[config.mk]
export PLATFORM = sky130hd
export DESIGN_NAME = sarcv_dev_flat
export DESIGN_NICKNAME = d
export VERILOG_FILES = /design/src/hw/sarcv_pkg.sv /design/src/hw/sarcv_if.sv /design/src/hw/sarcv_dev.sv /design/src/hw/sarcv_tick.sv /design/src/flat_wrapper.sv
export SDC_FILE = /design/constraint.sdc
export NUM_CORES = 1
export LEC_CHECK = 0
export BUFFER_PORTS_ARGS = -buffer_cell sky130_fd_sc_hd__buf_2
export CORE_MARGIN = 5
export CORE_UTILIZATION = 56
export DETAILED_ROUTE_END_ITERATION = 8
export MAX_ROUTING_LAYER = met4
export PLACE_DENSITY = 0.79
export SLEW_MARGIN = 20
export SYNTH_ARGS = -nofsm -noshare
export SYNTH_HDL_FRONTEND = slang
export SYNTH_SLANG_ARGS = --single-unit
[constraint.sdc]
create_clock -name i_mclk -period 3 [get_ports i_mclk]
set_input_delay 0.3 -clock i_mclk [delete_from_list [all_inputs] [get_ports i_mclk]]
set_output_delay 0.3 -clock i_mclk [all_outputs]
set_load 0.02 [all_outputs]
[src/hw/sarcv_pkg.sv]
package sarcv_pkg;
   // ****************************************************************
   // Widths and data layout
   // ****************************************************************
   localparam int RES_W = 10;
   localparam int BUS_W = 8;
   localparam int UPPER_W = 8;
   localparam int LOWER_W = 2;
   localparam int UPPER_LSB = 2;
   localparam int LOWER_POS = 6;
   localparam logic [7:0] LOW_MASK = 8'hC0;
   localparam logic [RES_W-1:0] RES_RST = 10'h000;
   // ****************************************************************
   // Host locations
   // ****************************************************************
   localparam int ADDR_W = 8;
   localparam logic [ADDR_W-1:0] BASE_OFS = 8'h00;
   localparam logic [ADDR_W-1:0] LOW_OFS = 8'h01;
   // ****************************************************************
   // Timing
   // ****************************************************************
   localparam int CLK_PERIOD_NS = 10;
   localparam int START_MIN_NS = 500;
   localparam int START_CYC = (START_MIN_NS + CLK_PERIOD_NS - 1) / CLK_PERIOD_NS;
   localparam int CONV_MAX_US = 30;
   localparam int CONV_MAX_CYC = (CONV_MAX_US * 1000) / CLK_PERIOD_NS;
   localparam int CONV_TYP_US = 20;
   localparam int CONV_TYP_CYC = (CONV_TYP_US * 1000) / CLK_PERIOD_NS;
   localparam int BIT_CYC_DEF = CONV_TYP_CYC / RES_W;
   localparam int CNT_W = 16;
endpackage

[src/hw/sarcv_if.sv]
`timescale 1ns/100ps
`default_nettype none
interface sarcv_if;
   import sarcv_pkg::*;
   logic start;
   logic done_n;
   logic hi_byte_en_n;
   logic lo_byte_en_n;
   logic [UPPER_W-1:0] upper_result_bits;
   logic [LOWER_W-1:0] lower_result_bits;
   logic upper_oe;
   logic lower_oe;
   modport dev (
      input start,
      input hi_byte_en_n,
      input lo_byte_en_n,
      output done_n,
      output upper_result_bits,
      output lower_result_bits,
      output upper_oe,
      output lower_oe
   );
   modport host (
      output start,
      output hi_byte_en_n,
      output lo_byte_en_n,
      input done_n,
      input upper_result_bits,
      input lower_result_bits,
      input upper_oe,
      input lower_oe
   );
endinterface
`default_nettype wire

[src/hw/sarcv_dev.sv]
`timescale 1ns/100ps
`default_nettype none
// Behaviour
// - Host holds start high at least 500 ns.
// - Start rise resets sequencer, result, done high.
// - Approximation begins only on start fall.
// - Done goes low when result valid.
// - Host keeps enables high while converting; sarcv_host pulls one low on a read of its own location, even mid-conversion.
// - Early enable shows partial approximation value.
// - Drive data only while its enable low.
// - Left justified: eight upper, two lower bits.
// - Host masks low byte with top two bits.
// - Conversion finishes within 30 microseconds.
// - Blind host waits 30 microseconds before reading.
// - Host decodes two consecutive byte locations.
// - Base write makes start, data ignored.
// - Base read enables upper byte.
// - Next location: write nothing, read lower bits.
// - Strobes gated with decoded address.
// - Host may poll done instead of waiting.
module sarcv_dev
   import sarcv_pkg::*;
#(
   parameter int BIT_CYC = BIT_CYC_DEF
) (
   input wire logic i_mclk,
   input wire logic i_rst,
   sarcv_if.dev bus,
   input wire logic [RES_W-1:0] i_sample,
   output logic o_busy
);
   // ****************************************************************
   // Sequencer
   // ****************************************************************
   typedef enum logic [1:0] {IDLE, ARMED, CONV} sarcv_state_t;
   sarcv_state_t state_ff;
   logic start_d_ff;
   logic [RES_W-1:0] sar_ff;
   logic [3:0] bit_ff;
   logic done_n_ff;
   logic tick;
   logic rise;
   logic fall;
   // The comparator is modelled by a plain compare of the trial code with a sampled input.
   logic [RES_W-1:0] trial;

   assign rise = bus.start && !start_d_ff;
   assign fall = !bus.start && start_d_ff;
   assign trial = sar_ff | (RES_W'(1) << bit_ff);

   sarcv_tick #(
      .DIV(BIT_CYC)
   ) u_tick (
      .i_mclk(i_mclk),
      .i_rst(i_rst),
      .i_run(state_ff == CONV),
      .o_tick(tick)
   );

   always_ff @(posedge i_mclk) begin
      if (i_rst) begin
         start_d_ff <= 1'b0;
      end else begin
         start_d_ff <= bus.start;
      end
   end

   always_ff @(posedge i_mclk) begin
      if (i_rst) begin
         state_ff <= IDLE;
      end else begin
         case (state_ff)
            IDLE: begin
               if (rise) begin
                  state_ff <= ARMED;
               end
            end
            ARMED: begin
               if (fall) begin
                  state_ff <= CONV;
               end
            end
            CONV: begin
               if (rise) begin
                  state_ff <= ARMED;
               end else if (tick && bit_ff == 4'h0) begin
                  state_ff <= IDLE;
               end
            end
            default: begin
               state_ff <= IDLE;
            end
         endcase
      end
   end

   // Ten bit decisions at BIT_CYC each keep the cycle near 20 us, inside the 30 us limit.
   always_ff @(posedge i_mclk) begin
      if (i_rst || rise) begin
         sar_ff <= RES_RST;
         bit_ff <= 4'(RES_W - 1);
      end else if (state_ff == CONV && tick) begin
         if (trial <= i_sample) begin
            sar_ff <= trial;
         end
         if (bit_ff != 4'h0) begin
            bit_ff <= bit_ff - 4'h1;
         end
      end
   end

   always_ff @(posedge i_mclk) begin
      if (i_rst) begin
         done_n_ff <= 1'b0;
      end else if (rise) begin
         done_n_ff <= 1'b1;
      end else if (state_ff == CONV && tick && bit_ff == 4'h0) begin
         done_n_ff <= 1'b0;
      end
   end

   // ****************************************************************
   // Output buffers
   // ****************************************************************
   // Data is the live register, so an early read sees the partial value.
   assign bus.upper_result_bits = sar_ff[RES_W-1:UPPER_LSB];
   assign bus.lower_result_bits = sar_ff[LOWER_W-1:0];
   assign bus.upper_oe = !bus.hi_byte_en_n;
   assign bus.lower_oe = !bus.lo_byte_en_n;
   assign bus.done_n = done_n_ff;
   assign o_busy = (state_ff != IDLE);
endmodule
`default_nettype wire

[src/hw/sarcv_tick.sv]
`timescale 1ns/100ps
`default_nettype none
module sarcv_tick
   import sarcv_pkg::*;
#(
   parameter int DIV = BIT_CYC_DEF
) (
   input wire logic i_mclk,
   input wire logic i_rst,
   input wire logic i_run,
   output logic o_tick
);
   logic [CNT_W-1:0] cnt_ff;
   always_ff @(posedge i_mclk) begin
      if (i_rst || !i_run) begin
         cnt_ff <= '0;
      end else if (cnt_ff == CNT_W'(DIV - 1)) begin
         cnt_ff <= '0;
      end else begin
         cnt_ff <= cnt_ff + 16'h0001;
      end
   end
   assign o_tick = i_run && (cnt_ff == CNT_W'(DIV - 1));
endmodule
`default_nettype wire

[src/flat_wrapper.sv]
// flat-port wrapper written by rule: the top's interface ports become plain ports
module sarcv_dev_flat import sarcv_pkg::*;
#(
   parameter int BIT_CYC = BIT_CYC_DEF
)
  (i_mclk, i_rst, i_sample, o_busy, bus_start, bus_hi_byte_en_n, bus_lo_byte_en_n, bus_done_n, bus_upper_result_bits, bus_lower_result_bits, bus_upper_oe, bus_lower_oe);
  sarcv_if bus_i ();
  input wire logic i_mclk;
  input wire logic i_rst;
  input wire logic [RES_W-1:0] i_sample;
  output logic o_busy;
  input wire logic [$bits(bus_i.start)-1:0] bus_start;
  input wire logic [$bits(bus_i.hi_byte_en_n)-1:0] bus_hi_byte_en_n;
  input wire logic [$bits(bus_i.lo_byte_en_n)-1:0] bus_lo_byte_en_n;
  output wire logic [$bits(bus_i.done_n)-1:0] bus_done_n;
  output wire logic [$bits(bus_i.upper_result_bits)-1:0] bus_upper_result_bits;
  output wire logic [$bits(bus_i.lower_result_bits)-1:0] bus_lower_result_bits;
  output wire logic [$bits(bus_i.upper_oe)-1:0] bus_upper_oe;
  output wire logic [$bits(bus_i.lower_oe)-1:0] bus_lower_oe;
  assign bus_i.start = bus_start;
  assign bus_i.hi_byte_en_n = bus_hi_byte_en_n;
  assign bus_i.lo_byte_en_n = bus_lo_byte_en_n;
  assign bus_done_n = bus_i.done_n;
  assign bus_upper_result_bits = bus_i.upper_result_bits;
  assign bus_lower_result_bits = bus_i.lower_result_bits;
  assign bus_upper_oe = bus_i.upper_oe;
  assign bus_lower_oe = bus_i.lower_oe;
  sarcv_dev #(.BIT_CYC(BIT_CYC)) u_core (.i_mclk(i_mclk), .i_rst(i_rst), .bus(bus_i), .i_sample(i_sample), .o_busy(o_busy));
endmodule
* Yosys cells after proc, flatten, opt, wreduce, memory -nomap -nowiden *
Cells that the tools add are included.

storage, ports and cells
  word-level logic and storage cells = 46
  memories kept = 0
  register bits = 34
  bits in read-only memories = 0
  bits in latches = 0
  memory bits (writable) = 0

cells by class
  shifts and indexed selects = 1
  muxes and demuxes = 7
  multipliers = 0
  div/mod/pow operators = 0
  magnitude comparators = 1
  reductions and logical operators = 22
  equal/unequal tests = 6
  $add $sub $neg = 2
  bitwise logic cells = 1

operator list
  kind                                                                     number
  16-bit by 1-bit adder with 16-bit output (second input constant)         1
  16-bit by 8-bit equality test with 1-bit output (second input constant)  1
  10-bit <= comparator                                                     1
  10-bit bitwise OR                                                        1
  1-bit by 4-bit << shifter with 10-bit output (first input constant)      1
  2-bit two-way mux                                                        4
  1-bit logical AND                                                        6
  2-bit case mux with 3 select lines                                       1
  1-bit zero test                                                          5
  4-bit zero test                                                          1
  2-bit by 1-bit != test with 1-bit output (second input constant)         2
  2-bit AND reduction                                                      2
  2-bit nonzero test                                                       2
  4-bit nonzero test                                                       1
  4-bit by 1-bit subtractor with 4-bit output (second input constant)      1
  3-bit by 1-bit != test with 1-bit output (second input constant)         1
  3-bit AND reduction                                                      1
  2-bit by 1-bit equality test with 1-bit output (second input constant)   1
  2-bit equality test (second input constant)                              1
  2-bit zero test                                                          1
  1-bit logical OR                                                         2
  1-bit two-way mux                                                        2
  2-bit OR reduction                                                       1

* Longest topological paths before layout *
Gate-level depths: netlist of the first run.

  depth in word-level cells = 6
  mapped depth = 12
  gate-level depth less buffers = 11

* Modules after synthesis *
Synthesis of the first run repeated with hierarchy kept, for this count alone.

second synthesis, totals
  cells, all modules = 226
  area, all modules = 1929.4 um2

modules (own cells, without submodules)
  module      cells an instance  seq. area each (um2)  area an instance (um2)  instances
  sarcv_dev   145                360.3                 1193.6                  1
  sarcv_tick  81                 320.3                 735.7                   1

* Worst setup path after synthesis of the first run *
OpenSTA, ideal clock, no wires.

  kind = reg2reg
  start = reg u_core.bit_ff[0]
  end = reg u_core.sar_ff[0]
  arrival = 2.324 ns
  path slack = 0.590 ns
  clock period less this slack = 2.410 ns
  cell stages (with the launch flop) = 11
  setup time = 0.086 ns
  cell sequence = dfxtp_1 > inv_1 > ha_1 > and2b_2 > a21o_1 > ha_1 > nand2_1 > or2_4 > o31ai_4 > nor2_1 > a221oi_2

on the way
  longest elaborated chain between the ends = 4

RTL lines
  item                                          line              text
  start: declaration                            sarcv_dev.sv:39   logic [3:0] bit_ff;
  start signal: assignment                      sarcv_dev.sv:101  bit_ff <= 4'(RES_W - 1);
  start signal: assignment                      sarcv_dev.sv:107  bit_ff <= bit_ff - 4'h1;
  1-bit by 4-bit << shifter with 10-bit output  sarcv_dev.sv:49   assign trial = sar_ff | (RES_W'(1) << bit_ff);
  10-bit bitwise OR                             sarcv_dev.sv:49
  named net u_core.trial[4]                     sarcv_dev.sv:45   logic [RES_W-1:0] trial;
  10-bit <= comparator                          sarcv_dev.sv:103  if (trial <= i_sample) begin
  2-bit AND reduction (no line)                 n/a
  end signal: assignment                        sarcv_dev.sv:104  sar_ff <= trial;
  end: declaration                              sarcv_dev.sv:38   logic [RES_W-1:0] sar_ff;

The timed path passes the listed nets, and every way through them passes these cells.
A chain may end at the register's enable or synchronous reset.

* Final worst setup path of the first run *
Same ends and word-level chain as after synthesis.

==> impl_metrics.env, run 1 <==
export IMPL_outcome="finished, final reports clean"
export IMPL_max_cap_violations=0
export IMPL_drive_gt1_frac=0.202
export IMPL_mostFrequentLayoutCells="nor2_1, dfxtp_1, buf_2"
export IMPL_total_power_uw=826
export IMPL_synthesis_nets=253
export IMPL_cts_resized=0
export IMPL_finalClockSkew_ps=4.66
export IMPL_overflow=0
export IMPL_leakage_uw=0.000964
export IMPL_synthesis_area_um2=1930
export IMPL_crit_required_ps=3260
export IMPL_diodes=0
export IMPL_die_x_um=68.7
export IMPL_ctsHoldBuffers=0
export IMPL_synthCells=222
export IMPL_cp_max_fo=10
export IMPL_syn_to_final_growth_pct=12.3
export IMPL_synthTopCellsByArea="dfxtp_1, ha_1, nor2_1"
export IMPL_grt_pass1_wl_um=6400
export IMPL_grt_pass1_vias=1485
export IMPL_die_area_um2=4720
export IMPL_grt_max_degree=15
export IMPL_critPathKind="reg -> reg"
export IMPL_core_um2=3340
export IMPL_vias_per_cell=5.30
export IMPL_rows=21
export IMPL_post_cts_buffers=0
export IMPL_pwr_density_cell_nw_per_um2=381
export IMPL_synth_edf_count=0
export IMPL_grt_util_all_layers=0.189
export IMPL_fp_dieH_um=68.7
export IMPL_vias=1578
export IMPL_postLayoutSetupSlackWorst_ps=325
export IMPL_numCtsBuffers=5
export IMPL_dpl_instance_area_um2=2090
export IMPL_ys_types=43
export IMPL_wl_per_cell_um=12.6
export IMPL_clk_latency_ps=340
export IMPL_worst_pin_slew_ps=733
export IMPL_antenna_found_initial=0
export IMPL_start_util=0.578
export IMPL_post_route_util=0.649
export IMPL_slew_headroom=0.510
export IMPL_async_flop_share=0
export IMPL_finalCritPeriodShare=0.892
export IMPL_yosys_most_used_dff="dfxtp_1"
export IMPL_firstDrtPassIters=4
export IMPL_max_freq_mhz=374
export IMPL_htree_num_levels=2
export IMPL_cts_sinks=34
export IMPL_synth_seq_area_share=0.353
export IMPL_final_cell_area_um2=2170
export IMPL_postSynthAreaPerCell_um2=8.69
export IMPL_io_pins=29
export IMPL_drcViolationCount=0
export IMPL_tns_ps=0
export IMPL_rsz0062_at_grt="false"
export IMPL_yosys_register_bits=34
export IMPL_yosysTopAreaCellShare=0.353
export IMPL_cts_root_buffer="clkbuf_4"
export IMPL_drv_slew=0
export IMPL_finalNetCount=282
export IMPL_first_iter_violations=74
export IMPL_holdCritPathClass="in -> reg"
export IMPL_cp_start_kind="flip-flop"
export IMPL_min_period_ps=2670
export IMPL_ir_drop_uv=258
export IMPL_cts_tree="done"
export IMPL_finalSetupViolCount=0
export IMPL_port_buffers=28
export IMPL_pre_cts_slack_ps=355
export IMPL_yosys_area_top_type="dfxtp_1"
export IMPL_worst_setup_path_end_kind="flip-flop"
export IMPL_arrival_ps=2930
export IMPL_clockBufferDepth=2
export IMPL_path_clk_slew_ps=100
export IMPL_drt_total_wl_um=3760
export IMPL_gp_congestion=0.825
export IMPL_antenna_left=0
export IMPL_finalHoldViolations=0
export IMPL_yosysWarnings=0
export IMPL_hpwlAfterDp_um=2880
-- state kept, by name, indices dropped and copies added, names as in the netlist --
| signal | flops |
|---|---|
| u_core.state_ff | 2 |
| u_core.bus.done_n | 1 |
| u_core.bit_ff | 4 |
| u_core.sar_ff | 10 |
| u_core.u_tick.cnt_ff | 16 |
| u_core.start_d_ff | 1 |
-- cell families (layout without fill, tap and decap cells) --
kind of cell / count (synthesis) / in the layout / synth area share
DFF: 34 / 34 / 0.353
xor gates and xnor gates: 14 / 14 / 0.0636
buffers and inverters: 23 / 53 / 0.0532
adders and majority gates: 16 / 16 / 0.104
muxes: 1 / 1 / 0.00519
and+or+nand+nor: 89 / 89 / 0.257
AOI/OAI and AO/OA: 45 / 45 / 0.164
-- report_power, final --
group / switching [uW] / internal [uW]
sequential: 2.41 / 454
clock: 151 / 160
combinational: 34.7 / 23.7
total: 188 / 638
-- per-layer routing --
| layer | track usage | wire [um] | vias up |
|---|---|---|---|
| li1 | - | - | 827 |
| met1 | 0.210 | 1660 | 714 |
| met2 | 0.318 | 1810 | 28 |
| met3 | 0.0373 | 185 | 9 |
| met4 | 0.102 | 97 | 0 |
| met5 | - | 0 | - |
-- cell type report --
type	count	area (um^2)
sequential	34	681
clock buffer	8	78.8
tap	46	57.6
multi-input combinational	165	1150
timing repair buffer	28	140
fill	289	1170
inverter	17	63.8
-- worst paths after layout --
kind | slack, ps | cells after the start | start | endpoint
max | 330 | 10 | u_core.bit_ff[0]$_SDFFE_PP1P_ | u_core.sar_ff[0]$_SDFFE_PP0P_
min | 210 | 2 | i_rst | u_core.state_ff[1]$_SDFFE_PP0P_
max reg2reg | 330 | 10 | u_core.bit_ff[0]$_SDFFE_PP1P_ | u_core.sar_ff[0]$_SDFFE_PP0P_
min reg2reg | 490 | 1 | u_core.u_tick.cnt_ff[0]$_SDFF_PP0_ | u_core.u_tick.cnt_ff[0]$_SDFF_PP0_
-- synth_stat cells, types with 2 or more instances --
library cell,n
a21o_1,4
a21oi_1,15
dfxtp_1,34
nor2_1,34
nor2b_1,3
a31oi_1,2
clkbuf_1,3
o31ai_1,2
nor4_2,2
o21ai_0,2
nand2_1,8
and4_1,3
nand3_1,10
ha_1,16
o21bai_1,6
nand4_1,2
buf_6,2
nand2b_1,7
xnor2_1,3
and3_2,2
nor3_1,3
inv_1,17
and3_1,4
xor2_1,11
o211ai_1,9
-- critical path, cell delays in order, from the launching register on --
cell and delay, ps:
dfxtp_1 420, inv_1 120, ha_1 230, and2b_2 210, a21o_1 200, ha_1 270
nand2_1 60, or2_4 260, o31ai_4 450, nor2_1 100, a221oi_2 270
-- stage by stage --
stage / cells / hold slack [ps]
6_report: 298 / 212
5_1_grt: 298 / 217
4_1_cts: 298 / 202
3_5_place_dp: 290 / 464
3_3_place_gp: 290 / 459
2_1_floorplan: 222 / 372
Note: power is estimated with default switching activity, not from simulation.
==> run 2: changes to the inputs <==
CORE_MARGIN = unset   (was 5)
==> run 2 against run 1 <==
Non-clock buffer count up 1. Global-route usage up 4.1 points. Register-to-register slack better by 60 ps. Die area down 22%. Via count up 2.9%. Wire length down 0.29%. Critical path depth unchanged. Fmax up 2.2%. Worst hold slack better by 4.0 ps. Combinational power up 4.1%. First-iteration DRC count down 36%. Sequential power about the same.
==> impl_metrics.env, run 2 (same netlist as run 1, synthesis figures left out) <==
export IMPL_outcome="finished, final reports clean"
export IMPL_grt_max_degree=15
export IMPL_finalSetupViolCount=0
export IMPL_antenna_found_initial=0
export IMPL_path_clk_slew_ps=100
export IMPL_largestRegisters="u_core.u_tick.cnt_ff x16, u_core.sar_ff x10, u_core.bit_ff x4"
export IMPL_rows=20
export IMPL_slew_headroom=0.512
export IMPL_clk_latency_ps=340
export IMPL_htree_num_levels=2
export IMPL_power_switching_uw=190
export IMPL_finalHoldViolations=0
export IMPL_drcViolationCount=0
export IMPL_hpwlAfterDp_um=2770
export IMPL_critPathKind="reg -> reg"
export IMPL_grt_util_all_layers=0.230
export IMPL_p_comb_frac=0.078
export IMPL_finalNetCount=283
export IMPL_start_util=0.612
export IMPL_first_iter_violations=47
export IMPL_cts_sinks=34
export IMPL_syn_to_final_growth_pct=11.6
export IMPL_largest_reg_flops=16
export IMPL_vias_per_cell=5.46
export IMPL_holdCritPathClass="in -> reg"
export IMPL_firstDrtPassIters=4
export IMPL_finalClockSkew_ps=8.42
export IMPL_ir_drop_uv=324
export IMPL_ctsHoldBuffers=0
export IMPL_grt_pass1_wl_um=6020
export IMPL_gp_congestion=0.848
export IMPL_cts_tree="done"
export IMPL_dpl_instance_area_um2=2090
export IMPL_drive_gt1_frac=0.202
export IMPL_mostFrequentLayoutCells="nor2_1, dfxtp_1, buf_2"
export IMPL_cp_slowest_stage_delay_ps=410
export IMPL_seqCellArea_um2=681
export IMPL_overflow=0
export IMPL_die_x_um=60.7
export IMPL_leakage_uw=0.000960
export IMPL_max_freq_mhz=382
export IMPL_arrival_ps=2830
export IMPL_cp_cell_sequence="inv_1 -> ha_1 -> and2b_2 -> a21o_1 -> ha_1 -> nand2_1 -> or2_4 -> o31ai_1 -> a21o_1 -> a221oi_2"
export IMPL_multiInputGateArea_um2=1150
export IMPL_seq_power_share=0.584
export IMPL_die_area_um2=3680
export IMPL_drv_slew=0
export IMPL_p_int_uw=593
export IMPL_numCtsBuffers=5
export IMPL_cp_max_fo=10
export IMPL_post_cts_buffers=0
export IMPL_crit_required_ps=3210
export IMPL_swShare=0.242
export IMPL_clockBufferDepth=2
export IMPL_fp_dieH_um=60.7
export IMPL_pwr_density_cell_nw_per_um2=363
export IMPL_vias=1623
export IMPL_grt_pass1_vias=1350
export IMPL_drt_total_wl_um=3750
export IMPL_p_clk_frac=0.339
export IMPL_wl_per_cell_um=12.6
export IMPL_min_period_ps=2620
export IMPL_final_cell_area_um2=2150
export IMPL_regMostFlops="u_core.u_tick.cnt_ff"
export IMPL_tns_ps=0
export IMPL_antenna_left=0
export IMPL_finalCritPeriodShare=0.872
export IMPL_slowest_stage="dfxtp_1"
export IMPL_rsz0062_at_grt="false"
export IMPL_pre_cts_slack_ps=430
export IMPL_port_buffers=28
export IMPL_cp_start_kind="flip-flop"
export IMPL_cts_root_buffer="clkbuf_4"
export IMPL_io_pins=29
export IMPL_cts_resized=0
export IMPL_max_cap_violations=0
export IMPL_diodes=0
export IMPL_core_um2=3150
export IMPL_worst_setup_path_end_kind="flip-flop"
export IMPL_worst_pin_slew_ps=730
export IMPL_postLayoutSetupSlackWorst_ps=383
export IMPL_fill_cells=286
## run 2: cell count changes in the layout (fill, tap and decap cells not counted)
cell | before | now
buf_4 | 0 | 1
clkbuf_1 | 0 | 1
clkbuf_8 | 3 | 1
clkinv_2 | 0 | 1
## run 2: per-layer routing
metal | up-vias | GRT usage | part of all wire
met5 | - | - | 0
met4 | 0 | 0.0877 | 0.015
met3 | 8 | 0.0512 | 0.038
met2 | 30 | 0.330 | 0.42
met1 | 747 | 0.314 | 0.53
li1 | 838 | - | -
## run 2: cell type report
cell class,count,share of cell area
inverter,17,0.0296
multi-input combinational,165,0.532
timing repair buffer,29,0.0686
sequential,34,0.316
clock buffer,7,0.0256
tap,44,0.0256
clock inverter,1,0.00232
## run 2: final timing paths
path | slack, ps | end | cells past startpoint | startpoint
max | 380 | u_core.sar_ff[0]$_SDFFE_PP0P_ | 10 | u_core.bit_ff[0]$_SDFFE_PP1P_
min | 220 | u_core.state_ff[0]$_SDFFE_PP0P_ | 2 | i_rst
max reg2reg | 380 | u_core.sar_ff[0]$_SDFFE_PP0P_ | 10 | u_core.bit_ff[0]$_SDFFE_PP1P_
min reg2reg | 480 | u_core.u_tick.cnt_ff[0]$_SDFF_PP0_ | 1 | u_core.u_tick.cnt_ff[0]$_SDFF_PP0_
## run 2: power by group through the flow
| stage | combinational (uW) | sequential [uW] | clock (uW) |
|---|---|---|---|
| 2_1_floorplan | 39.2 | 468 | 0 |
| 3_3_place_gp | 59.6 | 467 | 0 |
| 3_5_place_dp | 60.5 | 467 | 0 |
| 4_1_cts | 61.1 | 457 | 269 |
| 5_1_grt | 67.8 | 457 | 290 |
| 6_report | 60.8 | 457 | 265 |
## run 2: stage by stage
step	power (uW)	std cells	utilization	hold WS [ps]
finish	782	297	0.683	216
global route	815	297	0.683	224
CTS	787	297	0.683	209
detailed placement	527	289	0.664	465
global placement	527	289	0.664	458
floorplan	507	222	-	372
## run 2: worst max-delay path: cells and delay by family (launching register included)
| kind | cells | cell delay, ps |
|---|---|---|
| AOI/OAI and AO/OA | 4 | 920 |
| and+or+nand+nor | 3 | 540 |
| adders and majority gates | 2 | 510 |
| DFF | 1 | 410 |
| buffers and inverters | 1 | 120 |
